`config.mk`:
```
export PLATFORM = sky130hd
export DESIGN_NAME = tli_core
export DESIGN_NICKNAME = d
export VERILOG_FILES = /design/src/tli_pkg.sv /design/src/tli_prio.sv /design/src/tli_core.sv
export SDC_FILE = /design/constraint.sdc
export NUM_CORES = 1
export LEC_CHECK = 0
export BUFFER_PORTS_ARGS = -buffer_cell sky130_fd_sc_hd__clkbuf_2
export CAP_MARGIN = 20
export CORE_MARGIN = 10
export CORE_UTILIZATION = 40
export DETAILED_ROUTE_END_ITERATION = 8
export PLACE_DENSITY = 0.6
export SETUP_SLACK_MARGIN = 0.02
export SLEW_MARGIN = 20
export SYNTH_ARGS = -nofsm -noshare
export SYNTH_HDL_FRONTEND = slang
export SYNTH_SLANG_ARGS = --single-unit
```
`constraint.sdc`:
```
create_clock -name mclk -period 4.5 [get_ports mclk]
set_input_delay 0.225 -clock mclk [delete_from_list [all_inputs] [get_ports mclk]]
set_output_delay 0.225 -clock mclk [all_outputs]
set_load 0.05 [all_outputs]
```
`src/tli_pkg.sv`:
```
// Purpose: shared constants and carrier types of the interrupt logic
// Assumes: one 10 MHz clock, registers on a plain strobe port
// Notes:   offsets are word indices on the register port
package tli_pkg;
  // register offsets
  localparam logic [3:0] REG_CTRL  = 4'h0; // mode, spacing, power fail
  localparam logic [3:0] REG_MASK  = 4'h1; // controller level mask
  localparam logic [3:0] REG_BASEL = 4'h2; // vector block base, low
  localparam logic [3:0] REG_BASEH = 4'h3; // vector block base, high
  localparam logic [3:0] REG_LOWP  = 4'h4; // lowest priority level
  localparam logic [3:0] REG_EOI   = 4'h5; // write: end of service
  localparam logic [3:0] REG_POLL  = 4'h6; // read: poll status
  localparam logic [3:0] REG_DMASK = 4'h7; // direct restart masks
  localparam logic [3:0] REG_INSV  = 4'h8; // read: levels in service
  localparam logic [3:0] REG_PEND  = 4'h9; // read: pending requests
  // control and poll status fields
  localparam int CTRL_MODE = 0;  // two bits, mode select
  localparam int CTRL_WIDE = 2;  // 1 = 8-byte spacing
  localparam int CTRL_PF   = 3;  // route power fail onto trap
  localparam int POLL_ANY  = 7;  // poll status: request present
  // reset value and fixed lowest level
  localparam logic [2:0] LOWP_RST = 3'h7;
  localparam logic [2:0] LVL_TOP  = 3'h7;
  // fixed call addresses of the direct inputs
  localparam logic [15:0] VEC_TRAP = 16'h0024;
  localparam logic [15:0] VEC_R75  = 16'h003c;
  localparam logic [15:0] VEC_R65  = 16'h0034;
  localparam logic [15:0] VEC_R55  = 16'h002c;
  // acknowledge source codes from the processor
  localparam logic [2:0] ACK_TRAP = 3'h0;
  localparam logic [2:0] ACK_R75  = 3'h1;
  localparam logic [2:0] ACK_R65  = 3'h2;
  localparam logic [2:0] ACK_R55  = 3'h3;
  localparam logic [2:0] ACK_CTL  = 3'h4;
  // controller modes
  typedef enum logic [1:0] {
    TLI_NESTED, TLI_ROTATE, TLI_SPECIFIC, TLI_POLLED
  } tli_mode_t;
  // register port request
  typedef struct packed {
    logic [3:0] addr;
    logic [7:0] wdata;
    logic       wr;
    logic       rd;
  } tli_bus_t;
  // processor acknowledge
  typedef struct packed {
    logic       stb;
    logic [2:0] src;
  } tli_ack_t;
  // vector handed back
  typedef struct packed {
    logic        vld;
    logic [15:0] addr;
  } tli_vec_t;
endpackage : tli_pkg

```
`src/tli_prio.sv`:
```
// Purpose: rotating priority pick over eight request bits
// Assumes: lowp names the lowest ranked level
// Notes:   rank 0 is the strongest; purely combinational
`timescale 1ns/1ns
`default_nettype none
module tli_prio (
  input  wire logic [7:0] req,   // candidate bits
  input  wire logic [2:0] lowp,  // lowest priority level
  output logic            any,   // some bit set
  output logic [2:0]      lvl,   // winning level
  output logic [2:0]      rank   // its rank from the top
);
  import tli_pkg::*;
  // scan from the level after lowp, first hit wins
  always_comb begin
    logic [2:0] idx;
    idx  = '0;
    any  = 1'b0;
    lvl  = '0;
    rank = '0;
    for (int k = 0; k < 8; k++) begin
      idx = 3'(lowp + 3'h1 + 3'(k));
      if (req[idx] && !any) begin
        any  = 1'b1;
        lvl  = idx;
        rank = 3'(k);
      end
    end
  end
endmodule : tli_prio
`default_nettype wire

```
`src/tli_core.sv`:
```
// Purpose: twelve level vectored interrupt logic
// Assumes: processor core on the same clock; request pins asynchronous
// Notes:   four direct lines plus an eight level controller
//
// Overview of operation
// - twelve vectored levels in total
// - four top levels go straight to processor
// - direct levels call fixed addresses 24,3c,34,2c
// - trap unmaskable, restart inputs maskable
// - controller serves eight lower levels
// - mode and priority rewritable any time
// - interrupt only if outranking level in service
// - one mask byte, bit per level
// - vectors spaced four or eight bytes
// - block aligned to its own size
// - nested: line 0 highest, 7 lowest
// - rotate: serviced level becomes lowest
// - specific: software names lowest level
// - polled: status register gives requesting level
// - requests from many board sources
// - power fail selectable as request source
`timescale 1ns/1ns
`default_nettype none
module tli_core (
  input  wire logic             mclk,     // board clock
  input  wire logic             rst_n,    // async reset
  input  wire tli_pkg::tli_bus_t bus,     // register port
  output logic [7:0]            rdata_q,  // read data
  input  wire logic [7:0]       irq_in,   // controller request pins
  input  wire logic             trap_in,  // top priority pin
  input  wire logic             r75_in,   // restart 7.5 pin
  input  wire logic             r65_in,   // restart 6.5 pin
  input  wire logic             r55_in,   // restart 5.5 pin
  input  wire logic             ac_low,   // supply power fail
  input  wire tli_pkg::tli_ack_t ack,     // processor acknowledge
  output logic                  cint_q,   // controller interrupt
  output logic [3:0]            dir_q,    // trap,7.5,6.5,5.5 lines
  output tli_pkg::tli_vec_t     vec_q     // vector to processor
);
  import tli_pkg::*;

  localparam int NSYNC = 13; // 8 requests, 4 direct, power fail
  localparam int S_TRAP = 8;
  localparam int S_R75  = 9;
  localparam int S_R65  = 10;
  localparam int S_R55  = 11;
  localparam int S_AC   = 12;

  // every bit of state lives here
  typedef struct packed {
    logic [NSYNC-1:0] sync1;  // first sync stage
    logic [NSYNC-1:0] sync2;  // second sync stage
    logic [7:0]       prev;   // last request level, edge detect
    logic [7:0]       irr;    // pending requests
    logic [7:0]       isr;    // levels in service
    logic [7:0]       mask;   // level mask
    tli_mode_t        mode;   // priority mode
    logic             wide;   // 8-byte spacing
    logic             pfsel;  // power fail onto trap
    logic [15:0]      base;   // vector block base
    logic [2:0]       lowp;   // lowest priority level
    logic [2:0]       dmask;  // restart masks 7.5,6.5,5.5
    logic [7:0]       rdata;  // read data
    logic             cint;   // interrupt request out
    logic [3:0]       dir;    // direct lines out
    tli_vec_t         vec;    // vector out
  } tli_st_t;

  localparam tli_st_t ST_RST = '{mode: TLI_NESTED, lowp: LOWP_RST,
                                 default: '0};

  tli_st_t s_q;  // registered state
  tli_st_t s_d;  // next state

  logic [7:0] req;      // unmasked pending
  logic [2:0] lowp_e;   // lowest level actually used
  logic       r_any;    // request winner present
  logic [2:0] r_lvl;    // request winner
  logic [2:0] r_rank;   // request winner rank
  logic       s_any;    // something in service
  logic [2:0] s_lvl;    // top level in service
  logic [2:0] s_rank;   // its rank
  logic       outrank;  // winner beats in-service level
  logic [15:0] blk;     // aligned block base
  logic [15:0] cvec;    // vector of the winner

  assign req = s_q.irr & ~s_q.mask;

  // nested fixes order
  // nested pins the lowest level at 7, so line 0 ranks first
  assign lowp_e = (s_q.mode == TLI_NESTED) ? LVL_TOP : s_q.lowp;

  // priority from lowp
  // one resolver for requests, one for levels in service
  tli_prio u_req (
    .req  (req),
    .lowp (lowp_e),
    .any  (r_any),
    .lvl  (r_lvl),
    .rank (r_rank)
  );

  tli_prio u_isr (
    .req  (s_q.isr),
    .lowp (lowp_e),
    .any  (s_any),
    .lvl  (s_lvl),
    .rank (s_rank)
  );

  // compare with service
  // an equal rank is the same level and never re-interrupts
  assign outrank = r_any && (!s_any || (r_rank < s_rank));

  // size-aligned block
  // low address bits of the base are ignored, not trapped
  assign blk = s_q.wide ? {s_q.base[15:6], 6'h00}
                        : {s_q.base[15:5], 5'h00};

  assign cvec = s_q.wide ? (blk | {10'h000, r_lvl, 3'h0})
                         : (blk | {11'h000, r_lvl, 2'h0});

  // next-state logic for the whole block
  always_comb begin
    logic [7:0] rise;     // fresh request edges
    logic [7:0] irr_clr;  // pending bits to drop
    logic [7:0] isr_set;  // levels entering service
    logic [7:0] isr_clr;  // levels leaving service
    logic       trap;     // trap with power fail merged
    logic       take;     // controller level taken now
    rise    = '0;
    irr_clr = '0;
    isr_set = '0;
    isr_clr = '0;
    trap    = 1'b0;
    take    = 1'b0;
    s_d     = s_q;

    // request pins synced
    // pins are asynchronous; the first stage feeds only the second
    s_d.sync1 = {ac_low, r55_in, r65_in, r75_in, trap_in, irq_in};
    s_d.sync2 = s_q.sync1;
    s_d.prev  = s_q.sync2[7:0];
    rise      = s_q.sync2[7:0] & ~s_q.prev;

    trap = s_q.sync2[S_TRAP] | (s_q.pfsel & s_q.sync2[S_AC]);
    s_d.dir = {trap,
               s_q.sync2[S_R75] & ~s_q.dmask[2],
               s_q.sync2[S_R65] & ~s_q.dmask[1],
               s_q.sync2[S_R55] & ~s_q.dmask[0]};

    // read data stands for one cycle only
    s_d.rdata   = '0;
    s_d.vec.vld = 1'b0;

    if (ack.stb) begin
      s_d.vec.vld = 1'b1;
      unique case (ack.src)
        ACK_TRAP: s_d.vec.addr = VEC_TRAP;
        ACK_R75:  s_d.vec.addr = VEC_R75;
        ACK_R65:  s_d.vec.addr = VEC_R65;
        ACK_R55:  s_d.vec.addr = VEC_R55;
        ACK_CTL: begin
          // no winner left: answer with the level 7 vector, no service
          if (r_any) begin
            take        = 1'b1;
            s_d.vec.addr = cvec;
          end else begin
            s_d.vec.addr = s_q.wide ? (blk | {10'h000, LVL_TOP, 3'h0})
                                    : (blk | {11'h000, LVL_TOP, 2'h0});
          end
        end
        default: s_d.vec.vld = 1'b0; // unknown source, no answer
      endcase
    end

    // register writes
    if (bus.wr) begin
      unique case (bus.addr)
        REG_CTRL: begin
          s_d.mode  = tli_mode_t'(bus.wdata[CTRL_MODE +: 2]);
          s_d.wide  = bus.wdata[CTRL_WIDE];
          s_d.pfsel = bus.wdata[CTRL_PF];
        end
        REG_MASK:  s_d.mask = bus.wdata;
        REG_BASEL: s_d.base[7:0] = bus.wdata;
        REG_BASEH: s_d.base[15:8] = bus.wdata;
        REG_LOWP:  s_d.lowp = bus.wdata[2:0];
        REG_DMASK: s_d.dmask = bus.wdata[2:0];
        REG_EOI: begin
          if (s_any) begin
            isr_clr[s_lvl] = 1'b1;
            if (s_q.mode == TLI_ROTATE) s_d.lowp = s_lvl;
          end
        end
        default: ; // read-only or unmapped: write ignored
      endcase
    end

    // register reads, answered one cycle later
    if (bus.rd) begin
      unique case (bus.addr)
        REG_CTRL:  s_d.rdata = {4'h0, s_q.pfsel, s_q.wide, s_q.mode};
        REG_MASK:  s_d.rdata = s_q.mask;
        REG_BASEL: s_d.rdata = s_q.base[7:0];
        REG_BASEH: s_d.rdata = s_q.base[15:8];
        REG_LOWP:  s_d.rdata = {5'h00, s_q.lowp};
        REG_DMASK: s_d.rdata = {5'h00, s_q.dmask};
        REG_INSV:  s_d.rdata = s_q.isr;
        REG_PEND:  s_d.rdata = s_q.irr;
        // poll status read
        // in polled mode the read also serves as acknowledge
        REG_POLL: begin
          s_d.rdata = {r_any, 4'h0, r_lvl};
          if (s_q.mode == TLI_POLLED && r_any) take = 1'b1;
        end
        default: s_d.rdata = '0; // unmapped reads zero
      endcase
    end

    // taking a level moves it from pending to in service
    if (take) begin
      irr_clr[r_lvl] = 1'b1;
      isr_set[r_lvl] = 1'b1;
    end

    // pending until taken
    // a new edge wins over the clear; a mask drops the request
    s_d.irr = ((s_q.irr & ~irr_clr) | rise) & ~s_d.mask;
    // a level entering service wins over an end of service
    s_d.isr = (s_q.isr & ~isr_clr) | isr_set;

    // controller interrupt line
    // dropped on acknowledge so one request gives one interrupt
    s_d.cint = outrank && (s_q.mode != TLI_POLLED) &&
               !(ack.stb && ack.src == ACK_CTL);
  end

  // state register
  always_ff @(posedge mclk or negedge rst_n) begin
    if (!rst_n) begin
      s_q <= ST_RST;
    end else begin
      s_q <= s_d;
    end
  end

  assign rdata_q = s_q.rdata;
  assign cint_q  = s_q.cint;
  assign dir_q   = s_q.dir;
  assign vec_q   = s_q.vec;
endmodule : tli_core
`default_nettype wire

```
# Yosys cells after proc, flatten, opt, wreduce, memory -nomap -nowiden
# Index checks and enable logic that the tools add are counted.
# word_totals
word_cells	240
register_bits	114
# classes
add_sub_neg	8
order_cmp	13
n_mux	111
n_reduce_logical	50
n_bitwise	22
eq_ne	18
# ops
operator	count
$mux W3	28
$pmux W16 S5	1
$pmux W8 S9	1
$mux W8	8
$bmux W1 S3	16
$mux W1	43
$and A8 B8 Y8	5
$lt A3 B4 Y1 const B	10
$not A8 Y8	5
$mux W34	1
$mux W16	2
$logic_and A1 B1 Y1	21
$mux W17	1
$eq A4 B3 Y1 const B	4
$logic_not A1 Y1	16
$or A16 B5 Y16	1
$or A16 B6 Y16	1
$or A8 B8 Y8	2
$add A3 B3 Y3 const B	4
$mux W6	2
$reduce_and A2 Y1	5
$eq A4 B2 Y1 const B	2
$eq A4 B4 Y1 const B	2
$mux W2	4
other kinds (25)	37

# Longest topological paths before layout
# Gate-level depths: netlist (run 1).
# depth
word_depth	38
mapped_depth	19

# Hierarchy
# From an unflattened synthesis (run 1), not the netlist that was laid out.
# hier_totals
cells_unflattened	600
area_unflattened_um2	6926.6
# modules_own_cells
module	instances	seq_area_each_um2	cells_each	area_per_inst_um2
tli_core	1	2806.4	394	4984.8
tli_prio	2	0.0	103	970.9

# Least setup slack after synthesis (run 1)
# OpenSTA, ideal clock, no wires.
# synth_path
kind	register to register
startpoint	reg s_q[34] (netlist bit)
endpoint	reg s_q[72] (netlist bit)
required_time_ns	4.373
setup_time_ns	0.127
slack_ns	0.202
period_less_slack_ns	4.298
t_arrival_ns	4.171
stages_incl_launch_ff	19
n_path_buf	6
cell_sequence	dfstp_2 buf_2 o21ba_2 buf_4 inv_1 buf_1 ha_1 buf_2 inv_1 buf_2 mux4_2 mux2i_2 or3_1 or3b_1 or2_1 o221a_1 buf_6 o31ai_1 a21oi_1
# synth_lines
element	line_no	rtl
from (decl)	tli_core.sv:72	tli_st_t s_q;
from (signal assigned)	tli_core.sv:242	s_q <= ST_RST;
from (signal assigned)	tli_core.sv:244	s_q <= s_d;

==> impl_metrics.csv, run 1 <==
group,metric,value,unit
worst_setup_path,required,4.74,ns
timing,hold_viol_final,0,
synthesis,synth-main-ff-cell,"dfrtp_1",
timing,setup_tns,0,ns
routing,vias_per_cell,6.01,
place,dp_hpwl,14100,um
synthesis,avgSynthCellArea,10.6,um2
clock_network,root_buffer,"clkbuf_16",
routing,vias,5310,
worst_setup_path,critPathCaptureType,"flip-flop",
clock_network,cts_max_path_buffers,2,
clock_network,clk_pin_slew_worst_paths,0.07,ns
floorplan,start_util,41.2,%
worst_setup_path,crit_fanout,12,
synthesis,yosysSeqAreaShare,42.6,%
power_and_ir_drop,p_leak,3.10,nW
clock_network,htreeDepth,3,
worst_setup_path,crit_arrival,4.46,ns
floorplan,fp.dieW,148,um
power_and_ir_drop,powerDensity,821,nW/um2
power_and_ir_drop,p_int,3.11,mW
routing,wire_per_inst,21.3,um
synthesis,synthArstFlopShare,100,%
final_layout,layout_commonest_cell,"dfrtp_1",
routing,drc,0,
timing,layout_setup_ws,0.281,ns
clock_network,clock-sinks,112,
worst_setup_path,cp_top_family,"compound AO/OA/AOI/OAI gates",
worst_setup_path,path_cells,"o21ba_2 > inv_1 > ha_1 > xnor2_1 > xnor2_1 > and3b_1 > or3_1 > o311ai_1 > o21ai_0 > o21ai_2 > nor2_1 > a22o_1",
worst_hold_path,hold_path.class,"in2reg",
final_layout,mostFrequentLayoutCells,"dfrtp_1 (109), clkbuf_2 (59), mux2_2 (50)",
power_and_ir_drop,p_seq_share,24.2,%
power_and_ir_drop,pwr-share-clk,12.8,%
job,cap_violations,0,
outcome,status,"finished, final reports clean",
floorplan,die_y,148,um
power_and_ir_drop,power_frac_comb,63.0,%
global_routing,grt_pass1_wl,29900,um
timing,fin_skew,0.00722,ns
worst_setup_path,crit_path_top_delay_cell,"dfrtp_1",
global_routing,grt_use_total,16.9,%
timing,drv_slew,0,
worst_setup_path,crit_type,"reg2reg",
power_and_ir_drop,switching_share,48.7,%
clock_network,tritoncts,"yes",
timing,rsz0062_at_grt,"false",
timing,worstMarginPinSlew,0.856,ns
final_layout,area_growth,11.9,%
worst_setup_path,worst_path_most_repeated_cell,"xnor2_1",
global_routing,antenna_found_initial,0,
final_layout,drive_gt1_share,26.2,%
floorplan,fp-row-count,46,
routing,drt_iter0_markers,587,
routing,antenna_left,0,
worst_setup_path,critPathMaxStageDelay,0.55,ns
synthesis,synth.distinct_cells,77,
synthesis,yosys_warnings,0,
floorplan,io_pins,63,
clock_network,clock_latency,0.35,ns
synthesis,syn_area,6590,um2
worst_setup_path,crit_path_start_kind,"flip-flop",
worst_setup_path,crit_buf_inv,1,
synthesis,synth_cells,619,
routing,dr.pass1.iters,5,
timing,setup_violations,0,
final_layout,nNetsFinal,698,
global_routing,gr-total-overflow,0,
timing,max_slew_margin,42.5,%
place,gp_congestion,1.03,
place,place_ws,0.235,ns
clock_network,cts_made_buffers,9,
timing,post-route-period-util,93.8,%
power_and_ir_drop,p_switching,2.95,mW
routing,routed_wl,18800,um
floorplan,core,16000,um2
synthesis,synth-edff-count,0,
floorplan,die-area,22000,um2
place,io_buffers,60,
power_and_ir_drop,ir_drop,342,uV
synthesis,ys_seq_elements,112,
timing,final.min_clock_period,4.22,ns
final_layout,antenna_cells,0,
global_routing,grt_pass1_vias,5438,
timing,max_freq,0.237,GHz
global_routing,grt_max_degree,84,
-- cells by family (layout without fill, tap and decap cells) --
| logic type | after synthesis | count (layout) | synth area share [%] |
|---|---|---|---|
| xor gates and xnor gates | 6 | 6 | 1.20 |
| adders and majority gates | 3 | 3 | 0.570 |
| AOI/OAI and AO/OA | 167 | 167 | 19.2 |
| other | 1 | 2 | 0.0569 |
| and+or+nand+nor | 180 | 180 | 14.5 |
| buffers and inverters | 67 | 114 | 6.36 |
| DFF | 112 | 112 | 42.6 |
| muxes | 83 | 83 | 15.5 |
-- power by group through the flow --
stage	combinational (mW)	clock, mW	sequential, mW
floorplan	2.85	0	1.32
global placement	3.62	0	1.47
detailed placement	3.61	0	1.47
CTS	3.65	0.789	1.45
global route	4.10	0.831	1.49
finish	3.82	0.774	1.47
-- layout make-up --
cell class,count,area [um2]
Clock buffer,9,225
Clock inverter,7,66.3
Fill cell,1536,8630
Inverter,4,17.5
Multi-Input combinational cell,441,3380
Sequential cell,112,2810
Tap cell,216,270
Timing Repair Buffer,94,609
-- flip-flops by register name, indices dropped and copies added, names as in the netlist --
signal and flops:
cint_q 1, s_q 63, s_d 21, dir_q 4, vec_q 15, rdata_q 8
-- per-layer routing --
metal  wire length, um  GRT usage (%)
met5                 0              0
met1              8130           21.8
met2              8520           26.0
met4               864           9.12
met3              1320           3.67
-- synth_stat cells, types with 11 or more instances --
| library cell | number | area share [%] |
|---|---|---|
| nand3_1 | 15 | 1.1 |
| nor3_1 | 17 | 1.3 |
| nand2b_1 | 26 | 2.5 |
| mux2i_1 | 22 | 3.3 |
| a21oi_1 | 25 | 1.9 |
| clkbuf_1 | 11 | 0.63 |
| buf_4 | 31 | 3.5 |
| buf_2 | 13 | 0.99 |
| a22o_1 | 22 | 2.9 |
| nand2_1 | 24 | 1.4 |
| dfrtp_1 | 109 | 41 |
| mux2_2 | 50 | 8.5 |
| nor2_1 | 47 | 2.7 |
| o21ai_0 | 15 | 1.1 |
-- through the flow --
step / util [%] / power [mW] / hold slack, ns / cells / area (um2)
6_report: 46.1 / 6.05 / 0.143 / 883 / 7370
5_1_grt: 46.1 / 6.42 / 0.147 / 883 / 7370
4_1_cts: 45.6 / 5.89 / 0.0809 / 877 / 7300
3_5_place_dp: 43.0 / 5.09 / 0.335 / 848 / 6870
3_3_place_gp: 43.0 / 5.08 / 0.331 / 848 / 6870
2_1_floorplan: - / 4.17 / -0.0706 / 620 / 6590
-- path summary, 6_finish.rpt --
| kind | start | end | slack, ns | depth (start not counted) |
|---|---|---|---|---|
| setup / recovery | s_q[55]$_DFFE_PN0P_ | s_q[67]$_DFF_PN0_ | 0.28 | 12 |
| hold / removal | bus[9] | s_q[43]$_DFFE_PN0P_ | 0.14 | 2 |
| setup reg to reg | s_q[55]$_DFFE_PN0P_ | s_q[67]$_DFF_PN0_ | 0.28 | 12 |
| hold reg to reg | s_d[93]$_DFF_PN0_ | s_d[85]$_DFF_PN0_ | 0.35 | 0 |
| max in group asynchronous | rst_n | s_q[81]$_DFF_PN0_ | 3.14 | 3 |
| min in group asynchronous | rst_n | s_q[46]$_DFFE_PN0P_ | 0.49 | 2 |
-- timing repair --
item                                   CTS  global route
hold buffers                            13             1
gates resized for setup                  0             1
setup endpoints to repair                0             3
endpoints found under the hold margin   13            79
setup buffers                            0             5
No activity file was read; power rests on OpenSTA's default activity.
==> inputs of run 2 (changes only) <==
MAX_ROUTING_LAYER = met4   (was default)
==> run 2 against run 1 <==
  * Via count is 1.3% higher
  * Clock-buffer cell count stayed put
  * Clock skew is 0.0030 ns higher
  * Register-to-register slack better by 0.03 ns
  * Largest cell class unchanged
  * Wire length is 2.2% higher
  * Setup slack better by 0.029 ns
  * Flip-flop and latch count stayed put
==> impl_metrics.csv, run 2 (synthesized netlist as in run 1, its figures left out) <==
group,metric,value,unit
power_and_ir_drop,powerDensity,843,nW/um2
clock_network,cts_max_path_buffers,2,
timing,drv_slew,0,
global_routing,grt.met3_usage,2.88,%
worst_setup_path,crit_path_start_kind,"flip-flop",
clock_network,clock-sinks,112,
outcome,status,"finished, final reports clean",
final_layout,area_growth,12.1,%
global_routing,grt.met1_usage,22.8,%
worst_setup_path,crit_type,"reg2reg",
global_routing,gr-total-overflow,0,
place,io_buffers,60,
worst_setup_path,required,4.74,ns
power_and_ir_drop,ir_drop,386,uV
global_routing,use_met2,28.1,%
floorplan,fp-row-count,46,
power_and_ir_drop,p_leak,3.11,nW
final_layout,multi_input_area,3360,um2
clock_network,root_buffer,"clkbuf_16",
final_layout,fillers,1544,
final_layout,nNetsFinal,696,
timing,fin_skew,0.0102,ns
global_routing,grt_pass1_vias,5430,
floorplan,io_pins,63,
worst_setup_path,crit_fanout,14,
floorplan,die_y,148,um
worst_setup_path,crit_arrival,4.43,ns
clock_network,clk_pin_slew_worst_paths,0.08,ns
routing,dr.pass1.iters,7,
floorplan,die-area,22000,um2
routing,antenna_left,0,
global_routing,top_usage_layer,"met2",
final_layout,layout.cells.non_filler,881,
final_layout,seqCellArea,2810,um2
routing,drt_iter0_markers,686,
clock_network,cts_made_buffers,9,
floorplan,core,16000,um2
final_layout,layout_commonest_cell,"dfrtp_1",
global_routing,grt_max_degree,78,
routing,routed_wl,19300,um
final_layout,antenna_cells,0,
global_routing,grt_pass1_wl,30900,um
job,cap_violations,0,
global_routing,grt_use_total,18.0,%
global_routing,antenna_found_initial,0,
floorplan,fp.dieW,148,um
worst_setup_path,reg2reg_to,"s_q[66]$_DFF_PN0_",
routing,drc,0,
clock_network,htreeDepth,3,
final_layout,largest_register,"s_q",
floorplan,start_util,41.2,%
worst_setup_path,critPathCaptureType,"flip-flop",
timing,setup_tns,0,ns
worst_setup_path,r2r_start,"s_q[34]$_DFFE_PN1P_",
place,dp.cells,852,
timing,max_freq,0.239,GHz
worst_setup_path,worst_r2r_path_depth,11,
place,dp_hpwl,14400,um
clock_network,clock_latency,0.36,ns
timing,final.min_clock_period,4.19,ns
routing,wire_per_inst,21.9,um
timing,max_slew_margin,36.1,%
final_layout,largest_register_ffs,63,
timing,setup_violations,0,
timing,post-route-period-util,93.1,%
routing,vias_per_cell,6.11,
timing,hold_viol_final,0,
timing,rsz0062_at_grt,"false",
worst_hold_path,hold_path.class,"in2async",
routing,vias,5381,
place,gp_congestion,0.954,
worst_setup_path,r2r_setup_slack,0.31,ns
final_layout,fin_area,7380,um2
timing,worstMarginPinSlew,0.959,ns
final_layout,drive_gt1_share,26.2,%
place,post_dp_cell_area,6900,um2
clock_network,tritoncts,"yes",
final_layout,mostFrequentLayoutCells,"dfrtp_1 (109), clkbuf_2 (59), mux2_2 (50)",
[run 2: cell type report]
cell class,instances,share of cell area (%)
inverters,4,0.237
flip-flops and latches,112,38.0
repair buffers,92,7.80
well taps,216,3.66
clock inverters,7,1.66
multi-input cells,441,45.6
clock buffers,9,3.05
[run 2: critical path, stage by stage, from the launching register on]
cell and delay [ns]:
dfstp_2 0.42, o21ba_2 0.26, inv_1 0.05, ha_1 0.33, xnor2_2 0.64, mux2i_1 0.45, nand2_1 0.13, a311oi_1 0.34
o32ai_1 0.22, o22ai_1 0.64, or3b_1 0.42, a22o_1 0.19
[run 2: what timing repair did]
action	in CTS	in global routing
endpoints found under the hold margin	13	0
gates resized for setup	0	0
setup buffers	0	0
hold buffers	13	0
[run 2: report_power, final]
group | switching (mW) | internal (mW)
combinational | 2.37 | 1.51
clock | 0.381 | 0.505
sequential | 0.268 | 1.20
[run 2: worst max-delay path by stage]
stage,startpoint,to,slack [ns],cells past startpoint
final,s_q[34]$_DFFE_PN1P_,s_q[66]$_DFF_PN0_,0.31,11
after global routing,s_q[34]$_DFFE_PN1P_,s_q[66]$_DFF_PN0_,0.08,11
after CTS,s_q[34]$_DFFE_PN1P_,s_q[66]$_DFF_PN0_,0.35,11
after detailed placement,s_q[34]$_DFFE_PN1P_,s_q[66]$_DFF_PN0_,0.35,11
after global placement,s_q[34]$_DFFE_PN1P_,s_q[65]$_DFF_PN0_,0.32,11
after floorplan,s_q[34]$_DFFE_PN1P_,s_q[72]$_DFF_PN0_,0.20,18
[run 2: through the flow]
step	utilization (%)	hold slack (ns)	total power, mW	setup WS (ns)
after floorplan	-	-0.0706	4.17	0.202
after global placement	43.1	0.332	5.25	0.319
after detailed placement	43.1	0.335	5.24	0.355
after CTS	46.1	0.0491	6.17	0.353
after global routing	46.1	0.103	6.61	0.0790
final	46.1	0.0150	6.23	0.310
[run 2: per-layer routing]
layer  vias up  part of all wire, %
met2       255                   47
met5         -                    0
met3        54                  6.4
li1       2413                    -
met1      2659                   42
met4         0                  3.9
==> inputs of run 3 (changes only) <==
PLACE_DENSITY = 0.58   (was 0.6)
clock period = 4.3 ns   (was 4.5 ns; I/O delays follow)
==> run 3 against run 2 <==
  * Flip-flop and latch count is the same
  * Power grew 3.8%
  * Sequential power grew 4%
  * Worst hold slack gained 0.11 ns
==> impl_metrics.csv, run 3 (synthesized netlist as in run 1, its figures left out) <==
group,metric,value,unit
routing,drc,0,
timing,max_freq,0.248,GHz
power_and_ir_drop,powerDensity,872,nW/um2
worst_hold_path,worstHoldStart,"bus[7]",
clock_network,clk_pin_slew_worst_paths,0.08,ns
clock_network,cts_max_path_buffers,2,
final_layout,largest_register,"s_q",
timing,post-route-period-util,93.6,%
floorplan,io_pins,63,
global_routing,grt_use_total,18.1,%
final_layout,mostFrequentLayoutCells,"dfrtp_1 (109), clkbuf_2 (59), mux2_2 (50)",
worst_setup_path,required,4.56,ns
power_and_ir_drop,switching_share,48.7,%
timing,setup_tns,0,ns
power_and_ir_drop,p_seq_share,23.5,%
worst_setup_path,crit_path_start_kind,"flip-flop",
clock_network,tritoncts,"yes",
clock_network,root_buffer,"clkbuf_16",
worst_setup_path,crit_type,"reg2reg",
final_layout,drive_gt1_share,26.7,%
global_routing,gr-total-overflow,0,
power_and_ir_drop,power_frac_comb,62.8,%
clock_network,htreeDepth,3,
worst_hold_path,hold_end,"s_q[41]$_DFFE_PN0P_",
worst_setup_path,reg2reg_to,"s_q[65]$_DFF_PN0_",
timing,final.min_clock_period,4.03,ns
final_layout,multi_input_area,3380,um2
worst_setup_path,worst_r2r_path_depth,12,
final_layout,nNetsFinal,701,
power_and_ir_drop,pwr-share-clk,13.7,%
worst_setup_path,r2r_setup_slack,0.27,ns
place,io_buffers,60,
clock_network,cts_setup_buffers,0,
global_routing,grt_pass1_vias,5336,
floorplan,start_util,41.2,%
global_routing,grt_pass1_wl,30700,um
clock_network,clock-sinks,112,
routing,vias,5297,
final_layout,layout_commonest_cell,"dfrtp_1",
floorplan,die_y,148,um
place,gp_congestion,0.943,
final_layout,fillers,1537,
final_layout,antenna_cells,0,
routing,antenna_left,0,
floorplan,die-area,22000,um2
clock_network,clock_latency,0.36,ns
timing,drv_slew,0,
routing,drt_iter0_markers,513,
routing,dr.pass1.iters,5,
power_and_ir_drop,p_int,3.31,mW
timing,setup_violations,0,
timing,rsz0062_at_grt,"false",
global_routing,grt_max_degree,84,
final_layout,final_util,46.3,%
timing,fin_skew,0.0102,ns
timing,worstMarginPinSlew,1.09,ns
final_layout,seqCellArea,2810,um2
floorplan,fp.dieW,148,um
final_layout,area_growth,12.6,%
clock_network,cts_made_buffers,9,
power_and_ir_drop,p_leak,3.12,nW
job,cap_violations,0,
worst_setup_path,r2r_start,"s_q[34]$_DFFE_PN1P_",
outcome,status,"finished, final reports clean",
timing,hold_viol_final,0,
worst_hold_path,hold_depth,2,
routing,vias_per_cell,5.98,
power_and_ir_drop,ir_drop,496,uV
place,dp_hpwl,14500,um
worst_setup_path,crit_fanout,11,
floorplan,fp-row-count,46,
worst_hold_path,hold_path.class,"in2reg",
final_layout,largest_register_ffs,63,
power_and_ir_drop,p_switching,3.15,mW
worst_setup_path,crit_arrival,4.28,ns
timing,max_slew_margin,26.9,%
routing,routed_wl,19300,um
worst_setup_path,critPathCaptureType,"flip-flop",
floorplan,core,16000,um2
routing,wire_per_inst,21.8,um
global_routing,antenna_found_initial,0,
[run 3: cell types whose count changed in the layout (fill, tap and decap cells not counted)]
cell	delta
clkinvlp_4	-1
xnor2_2	-1
bufinv_16	-2
dlygate4sd3_1	+1
ha_1	-1
inv_8	+1
inv_12	+2
ha_2	+1
xnor2_4	+1
buf_4	+3
buf_6	+1
[run 3: how the worst max path moves through the flow]
stage | from | end | slack (ns) | cells after the start
after floorplan | s_q[34]$_DFFE_PN1P_ | s_q[72]$_DFF_PN0_ | 0.17 | 18
after global placement | s_q[54]$_DFFE_PN0P_ | s_q[71]$_DFF_PN0_ | 0.13 | 11
after detailed placement | s_q[54]$_DFFE_PN0P_ | s_q[71]$_DFF_PN0_ | 0.07 | 11
after CTS | s_q[54]$_DFFE_PN0P_ | s_q[71]$_DFF_PN0_ | 0.03 | 11
after global routing | s_q[33]$_DFFE_PN1P_ | s_q[73]$_DFF_PN0_ | 0.15 | 12
final | s_q[34]$_DFFE_PN1P_ | s_q[65]$_DFF_PN0_ | 0.27 | 12
[run 3: area by class of cell]
class	instances	area share, %
Clock buffer	9	3.04
Clock inverter	7	1.33
Inverter	4	0.236
Multi-Input combinational cell	441	45.6
Sequential cell	112	37.8
Tap cell	216	3.64
Timing Repair Buffer	97	8.35
[run 3: metal layers]
metal | track usage [%] | wire length [um]
met5 | - | 0
met3 | 3.64 | 1120
met1 | 24.1 | 8740
met2 | 27.3 | 9070
met4 | 5.15 | 361
[run 3: power by group through the flow]
stage          Combinational [mW]  Clock (mW)  Sequential (mW)
2_1_floorplan                2.98           0             1.38
3_3_place_gp                 3.94           0             1.53
3_5_place_dp                 3.96           0             1.54
4_1_cts                      4.00       0.907             1.52
5_1_grt                      4.40       0.951             1.55
6_report                     4.06       0.885             1.52
[run 3: through the flow]
stage / worst slack [ns] / total power [mW] / hold slack [ns] / instances / cell area [um2]
detailed placement: 0.0736 / 5.49 / 0.325 / 856 / 6930
CTS: 0.0306 / 6.42 / 0.0574 / 885 / 7390
floorplan: 0.165 / 4.36 / -0.0806 / 620 / 6590
global route: 0.147 / 6.89 / 0.125 / 886 / 7420
finish: 0.273 / 6.47 / 0.121 / 886 / 7420
global placement: 0.125 / 5.47 / 0.324 / 856 / 6930
[run 3: timing repair]
| action | CTS | global route |
|---|---|---|
| hold buffers | 13 | 1 |
| gates resized for setup | 0 | 2 |
| setup endpoints to repair | 0 | 5 |
| hold endpoints to repair | 13 | 79 |
[run 3: worst max-delay path, stage by stage, from the launching register on]
cell and delay (ns):
dfstp_2 0.64, o21ba_2 0.19, inv_1 0.08, ha_2 0.36, xnor2_4 0.27, buf_4 0.23, nand3_1 0.07, a32o_1 0.32
or4_1 0.60, o2111ai_1 0.19, o22ai_1 0.33, or3b_1 0.46, a22o_1 0.19
